`src/cdp_pkg.sv`:
```
// Constants and carrier types for the clock divider and prescaler block
package cdp_pkg;
   // Core clock rate, in MHz
   localparam int CORE_CLK_MHZ = 125;
   // Duty adjustment applies only when the oscillator is at or above this rate
   localparam int DUTY_MIN_FREQ_MHZ = 5;
   // Longest oscillator period in core cycles that still counts as 5 MHz or more
   localparam int DUTY_MAX_PERIOD_CYC = CORE_CLK_MHZ / DUTY_MIN_FREQ_MHZ;
   // External clock settling interval before the output is trusted
   localparam int EXT_CLOCK_SETTLE_TIME_US = 500;
   localparam int EXT_CLOCK_SETTLE_CYC = EXT_CLOCK_SETTLE_TIME_US * CORE_CLK_MHZ;
   // Division control register layout
   localparam logic [7:0] DCR_RESET = 8'hfc;
   localparam logic [7:0] DCR_FIXED_ONES = 8'hfc;
   localparam int DCR_RATIO_LSB = 0;
   localparam int DCR_RATIO_W = 2;
   // Prescaler chain depth: taps at /2 up to /4096
   localparam int PRESC_STAGES = 12;
   // Widths of internal counters
   localparam int PERIOD_W = 8;
   localparam int SETTLE_W = 17;

   // Ratio select encodings
   typedef enum logic [1:0] {
      CDP_DIV_1 = 2'h0,
      CDP_DIV_2 = 2'h1,
      CDP_DIV_4 = 2'h2,
      CDP_DIV_8 = 2'h3
   } cdp_ratio_t;

   // Software write to the division control register
   typedef struct packed {
      logic en;
      logic [7:0] data;
   } cdp_dcr_wr_t;

   // Clock output pin controls
   typedef struct packed {
      logic chip_mode_en;
      logic clock_output_stop;
   } cdp_pin_ctl_t;
endpackage : cdp_pkg

```
`src/cdp_prescaler.sv`:
```
// Prescaler chain turning system clock ticks into divided module clock enables
`timescale 1ns/1ps
module cdp_prescaler #(
   parameter int STAGES = cdp_pkg::PRESC_STAGES
) (
   input wire logic core_clk,
   input wire logic rst,
   input wire logic sys_tick,
   output logic [STAGES-1:0] presc_tick
);
   typedef struct packed {
      logic [STAGES-1:0] cnt;
      logic [STAGES-1:0] tick;
   } cdp_presc_state_t;

   cdp_presc_state_t s_q;
   cdp_presc_state_t s_d;
   logic [STAGES-1:0] tap;

   // Tap k fires once every 2^(k+1) system clock ticks
   for (genvar k = 0; k < STAGES; k++) begin : g_tap
      assign tap[k] = sys_tick & (&s_q.cnt[k:0]);
   end

   // Free-running count of system ticks
   always_comb begin
      s_d = s_q;
      s_d.tick = tap;
      if (sys_tick) begin
         s_d.cnt = s_q.cnt + 1'b1;
      end
   end

   always_ff @(posedge core_clk) begin
      if (rst) begin
         s_q <= '0;
      end else begin
         s_q <= s_d;
      end
   end

   assign presc_tick = s_q.tick;
endmodule : cdp_prescaler

```
`src/cdp_top.sv`:
```
// Clock pulse generator: duty adjustment, ratio divider, clock pin and prescalers
// Summary of operation
// - Divide adjusted clock by 1, 2, 4, 8
// - Prescalers give module clocks /2 to /4096
// - Divider counts pin-level rises; only /1 passes duty-adjusted clock
// - Ratio changes live, affects clock and pin
// - System clock feeds pin and prescalers
// - Pin gated by chip mode and stop bit
// - Pin clock shown only after 500 us settling
// - Duty adjust only at 5 MHz or more
// - Ratio field two bits, upper six read one
// - Register reset by reset and hardware standby
`timescale 1ns/1ps
module cdp_top #(
   parameter int SETTLE_CYCLES = cdp_pkg::EXT_CLOCK_SETTLE_CYC
) (
   input wire logic core_clk,
   input wire logic rst,
   input wire logic clock_input_pin,
   input wire cdp_pkg::cdp_dcr_wr_t dcr_wr,
   input wire logic hw_standby,
   input wire cdp_pkg::cdp_pin_ctl_t pin_ctl,
   output logic [7:0] dcr_rd_data,
   output logic sys_clk,
   output logic sys_tick,
   output logic [cdp_pkg::PRESC_STAGES-1:0] presc_tick,
   output logic clock_stable,
   output logic clk_pin_o,
   output logic clk_pin_oe_n
);
   localparam int PW = cdp_pkg::PERIOD_W;
   localparam int SW = cdp_pkg::SETTLE_W;
   localparam logic [PW-1:0] DUTY_MAX = PW'(cdp_pkg::DUTY_MAX_PERIOD_CYC);
   localparam logic [SW-1:0] SETTLE_LAST = SW'(SETTLE_CYCLES - 1);

   typedef struct packed {
      logic [2:0] sync;
      logic lvl;
      logic [PW-1:0] per_cnt;
      logic [PW-1:0] per;
      logic adj;
      logic [2:0] div_cnt;
      cdp_pkg::cdp_ratio_t ratio_act;
      logic [7:0] dcr;
      logic sys_clk;
      logic sys_tick;
      logic seen;
      logic [SW-1:0] settle_cnt;
      logic stable;
      logic pin_o;
      logic pin_oe_n;
   } cdp_state_t;

   cdp_state_t s_q;
   cdp_state_t s_d;

   always_comb begin
      logic rise;
      logic duty_en;
      logic [2:0] mask;
      logic [2:0] nxt;
      logic boundary;
      logic drive;
      s_d = s_q;
      rise = 1'b0;
      duty_en = 1'b0;
      mask = 3'h0;
      nxt = 3'h0;
      boundary = 1'b0;
      drive = 1'b0;

      // Pin crosses three flops; level moves once second and third agree
      s_d.sync = {s_q.sync[1:0], clock_input_pin};
      if (s_q.sync[1] == s_q.sync[2]) begin
         s_d.lvl = s_q.sync[2];
      end
      rise = s_d.lvl & ~s_q.lvl;

      // Measure the oscillator period, saturating for slow inputs
      if (rise) begin
         s_d.per = s_q.per_cnt + 1'b1;
         s_d.per_cnt = '0;
      end else if (s_q.per_cnt != '1) begin
         s_d.per_cnt = s_q.per_cnt + 1'b1;
      end

      // Duty adjustment rebuilds a half-period high phase
      duty_en = (s_q.per != '0) && (s_q.per <= DUTY_MAX);
      if (!duty_en) begin
         s_d.adj = s_d.lvl;
      end else if (rise) begin
         s_d.adj = 1'b1;
      end else if (s_q.per_cnt + 1'b1 >= (s_q.per >> 1)) begin
         s_d.adj = 1'b0;
      end

      // Divider counts rising edges of the synchronised pin level, not edges of adj
      case (s_q.ratio_act)
         cdp_pkg::CDP_DIV_1: mask = 3'h0;
         cdp_pkg::CDP_DIV_2: mask = 3'h1;
         cdp_pkg::CDP_DIV_4: mask = 3'h3;
         cdp_pkg::CDP_DIV_8: mask = 3'h7;
         default: mask = 3'h0;
      endcase
      nxt = s_q.div_cnt + 3'h1;
      boundary = rise && ((nxt & mask) == 3'h0);
      s_d.sys_tick = boundary;
      if (boundary) begin
         // New ratio lands only where a full high phase starts
         s_d.div_cnt = 3'h0;
         s_d.ratio_act = cdp_pkg::cdp_ratio_t'(
            s_q.dcr[cdp_pkg::DCR_RATIO_LSB +: cdp_pkg::DCR_RATIO_W]);
      end else if (rise) begin
         s_d.div_cnt = nxt & mask;
      end
      case (s_d.ratio_act)
         cdp_pkg::CDP_DIV_1: s_d.sys_clk = s_d.adj;
         cdp_pkg::CDP_DIV_2: s_d.sys_clk = ~s_d.div_cnt[0];
         cdp_pkg::CDP_DIV_4: s_d.sys_clk = ~s_d.div_cnt[1];
         cdp_pkg::CDP_DIV_8: s_d.sys_clk = ~s_d.div_cnt[2];
         default: s_d.sys_clk = s_d.adj;
      endcase

      // Register write; upper bits are forced to one; soft standby keeps it
      if (hw_standby) begin
         s_d.dcr = cdp_pkg::DCR_RESET;
      end else if (dcr_wr.en) begin
         s_d.dcr = dcr_wr.data | cdp_pkg::DCR_FIXED_ONES;
      end

      // Settling count starts at the first oscillator edge
      if (rise) begin
         s_d.seen = 1'b1;
      end
      if (s_q.seen && !s_q.stable) begin
         if (s_q.settle_cnt == SETTLE_LAST) begin
            s_d.stable = 1'b1;
         end else begin
            s_d.settle_cnt = s_q.settle_cnt + 1'b1;
         end
      end

      // Pin carries the system clock only when mode allows and not stopped
      drive = pin_ctl.chip_mode_en & ~pin_ctl.clock_output_stop;
      s_d.pin_oe_n = ~drive;
      // Held low until settled so outside logic never sees a runt
      s_d.pin_o = drive & s_d.stable & s_d.sys_clk;
   end

   // Synchronous reset; settling count restarts after release instead of reset being held by the outside
   always_ff @(posedge core_clk) begin
      if (rst) begin
         s_q <= '0;
         s_q.dcr <= cdp_pkg::DCR_RESET;
         s_q.ratio_act <= cdp_pkg::CDP_DIV_1;
         s_q.pin_oe_n <= 1'b1;
      end else begin
         s_q <= s_d;
      end
   end

   // Divided module clock enables
   cdp_prescaler #(
      .STAGES(cdp_pkg::PRESC_STAGES)
   ) u_presc (
      .core_clk(core_clk),
      .rst(rst),
      .sys_tick(s_q.sys_tick),
      .presc_tick(presc_tick)
   );

   assign dcr_rd_data = s_q.dcr;
   assign sys_clk = s_q.sys_clk;
   assign sys_tick = s_q.sys_tick;
   assign clock_stable = s_q.stable;
   assign clk_pin_o = s_q.pin_o;
   assign clk_pin_oe_n = s_q.pin_oe_n;
endmodule : cdp_top

```
`config.mk`:
```
export PLATFORM = sky130hd
export DESIGN_NAME = cdp_top
export DESIGN_NICKNAME = d
export VERILOG_FILES = /design/src/cdp_pkg.sv /design/src/cdp_prescaler.sv /design/src/cdp_top.sv
export SDC_FILE = /design/constraint.sdc
export NUM_CORES = 1
export LEC_CHECK = 0
export ABC_AREA = 1
export BUFFER_PORTS_ARGS = -buffer_cell sky130_fd_sc_hd__buf_2
export CAP_MARGIN = 20
export CORE_ASPECT_RATIO = 0.75
export CORE_MARGIN = 1
export CORE_UTILIZATION = 50
export DETAILED_ROUTE_END_ITERATION = 12
export PLACE_DENSITY_LB_ADDON = 0.3
export SYNTH_ARGS = -nofsm -noshare
export SYNTH_HDL_FRONTEND = slang
export SYNTH_SLANG_ARGS = --single-unit
export TNS_END_PERCENT = 30
```
`constraint.sdc`:
```
create_clock -name core_clk -period 2.58 [get_ports core_clk]
set_clock_uncertainty 0.05 [all_clocks]
set_input_delay 0.516 -clock core_clk [delete_from_list [all_inputs] [get_ports core_clk]]
set_output_delay 0.516 -clock core_clk [all_outputs]
set_load 0.01 [all_outputs]
```
==> results.yml <==
outcome:
  status: "completed"
floorplan:
  rows: 26
  initial_core_util_pct: 52.5
  fp.dieH_um: 75.7
  core_area_sq_um: 6900
  die_w_um: 100
  dieArea_sq_um: 7590
  io_pins: 40
synthesis:
  synth_compound_area_share_pct: 9.96
  synth-simple-area-share_pct: 27.3
  synth_area_per_cell_sq_um: 7.42
  synth_top_family_by_area: "simple AND/OR/NAND/NOR gates"
  synth_fa_ha_area_share_pct: 4.84
  synth_seq_cells: 75
  netlist_area_sq_um: 3620
  synthArstFlopShare_pct: 0
  yosysMostFrequentCell: "nand2_1"
  yosys-top-cells-count: "nand2_1 (105), dfxtp_1 (75), inv_1 (60), nor2_1 (60), a21oi_1 (31)"
  ys_warn_count: 0
  yosysSeqAreaShare_pct: 41.5
  synthCells: 488
  synth_edf_count: 0
  synthDominantCellAreaShare_pct: 41.5
  synthMuxAreaShare_pct: 0
  yosys_most_used_dff: "dfxtp_1"
  synth-xor-area-share_pct: 3.87
  yosysTopAreaCell: "dfxtp_1"
  synth_cell_types: 36
  synthTopCellsByArea: "dfxtp_1 (41%), nand2_1 (11%), inv_1 (6.2%)"
global_route:
  gr-total-overflow: 0
  grt_max_degree: 23
  grt_pass1_vias: 2568
  track_usage_pct: 19.6
  grt_pass1_wl_um: 11700
  grt_antenna_before_repair: 0
final_layout:
  seq_area_sq_um: 1500
  multi_input_area_sq_um: 1690
  layout.cells.non_filler: 606
  insertedDiodeCount: 0
  fin_nets: 532
  drive_above_1_share_pct: 12.2
  area_growth_pct: 8.92
  fillers: 654
power:
  power.leakage_nw: 1.73
  p_per_area_nw_per_um2: 594
  ir_worst_vdd_uv: 367
sta:
  fin_crit_ps: 2230
  rsz0062_at_grt: "no"
  finalCritPeriodShare_pct: 86.5
  fmax_mhz: 448
  slew_viol_final: 0
  hold_viol_final: 0
  setup-violations-final: 0
  setup_tns_ps: 0
  setup_ws_ps: 349
clock_network:
  clock_latency_ps: 340
  cts_buffers: 9
  clock-root-buffer: "clkbuf_8"
  clk_pin_slew_worst_paths_ps: 70
  cts_hold_buffers: 0
  clkSinkCount: 75
  cts_tree: "done"
  ctsResizeCount: 0
  htreeDepth: 3
  clock_path_buffers: 2
  cts_setup_buffers: 0
run:
  maxCapViolations: 0
routing:
  post_drt_wl_per_cell_um: 11.4
  drc: 0
  first_iter_violations: 103
  wl_um: 6890
  antenna_left: 0
  dr.pass1.iters: 5
  vias_per_cell: 4.90
  num_vias: 2968
setup_path:
  cp_data_arrival_time_ps: 2390
  crit_type: "flop to flop"
  r2r_setup_slack_ps: 350
  cp_max_fo: 5
  critPathCaptureType: "flop"
  cp-start-kind: "flop"
  required_ps: 2740
placed_design:
  dp_cells: 590
  dp_slack_ps: 362
  io_buffers: 27
  dp_hpwl_um: 5050
  gp_congestion: 0.823
min_path:
  hold_class: "input port to flop"
[cell usage in the layout, fill, tap and decap left out, types with 2 or more instances in the layout]
cell type	synthesis	routed
a21oi_1	31	31
a31oi_1	2	2
buf_2	3	27
buf_4	20	3
bufinv_16	0	3
clkbuf_8	0	10
clkinv_2	0	2
conb_1	1	6
dfxtp_1	75	75
ha_1	14	14
inv_1	60	60
inv_2	2	2
nand2_1	105	105
nand3_1	21	21
nand3_2	2	2
nand3b_1	2	2
nand4_1	4	4
nor2_1	60	60
nor2_2	3	3
nor3_1	10	10
nor3_2	3	3
nor4_1	5	5
nor4_2	4	4
o21ai_0	21	21
o21bai_1	2	2
o22ai_1	6	6
xnor2_1	5	5
xor2_1	11	11
[registers in the layout, indices dropped and copies added, names as in the netlist]
signal / count
clk_pin_o: 1
clk_pin_oe_n: 1
clock_stable: 1
dcr_rd_data: 2
s_d: 2
s_q: 42
sys_clk: 1
sys_tick: 1
u_presc.presc_tick: 12
u_presc.s_q: 12
[path summary, 6_finish.rpt]
kind | startpoint | to | cells after the start
setup / recovery | s_q[45] | sys_clk | 14
hold reg to reg | s_d[55] | s_d[56] | 2
hold / removal | clock_input_pin | s_d[55] | 3
setup reg to reg | s_q[45] | sys_clk | 14
[per-layer routing]
| metal | global-route usage, % | wire length (um) |
|---|---|---|
| met1 | 27.0 | 3620 |
| met2 | 30.7 | 2960 |
| met3 | 5.32 | 258 |
| met4 | 4.99 | 47 |
| met5 | 0 | 0 |
[report_power, final]
| part | total, W | internal, W | switching (W) |
|---|---|---|---|
| clock network | 0.00109 | 0.000666 | 0.000419 |
| registers | 0.00117 | 0.00117 | 0.00000704 |
| logic | 0.0000838 | 0.0000275 | 0.0000563 |
[logic make-up after synthesis]
kind of cell / after synthesis
compound gates: 67
xor+xnor: 16
fa+ha+maj: 14
buf+inv: 93
flops: 75
other cells: 1
simple gates: 222
[layout make-up]
cell class                      instances  area share, %
Clock inverter                          5           2.54
Timing Repair Buffer                   30           4.00
Inverter                               62           5.90
Clock buffer                           11           3.59
Multi-Input combinational cell        325           42.8
Tap cell                               98           3.11
Sequential cell                        75           38.1
[through the flow]
step,instance area [sq um],util [%],hold WS (ps),total power [W]
after floorplan,3640,-,338,0.00127
after global placement,3700,53.7,344,0.00128
after detailed placement,3700,53.7,362,0.00128
after CTS,3940,57.2,313,0.00237
after global routing,3940,57.2,328,0.00243
final,3940,57.2,329,0.00234
[critical path: stages (launching register included)]
cell,delay [ps]
dfxtp_1,410
ha_1,200
nand2_1,90
nor2_1,200
nand3_1,120
nand2_1,150
inv_1,60
ha_1,290
inv_1,40
o211ai_1,170
inv_1,60
nand2_1,60
nand2_1,60
nand3_1,90
a21oi_1,70
Note: power is estimated with default switching activity, not from simulation.
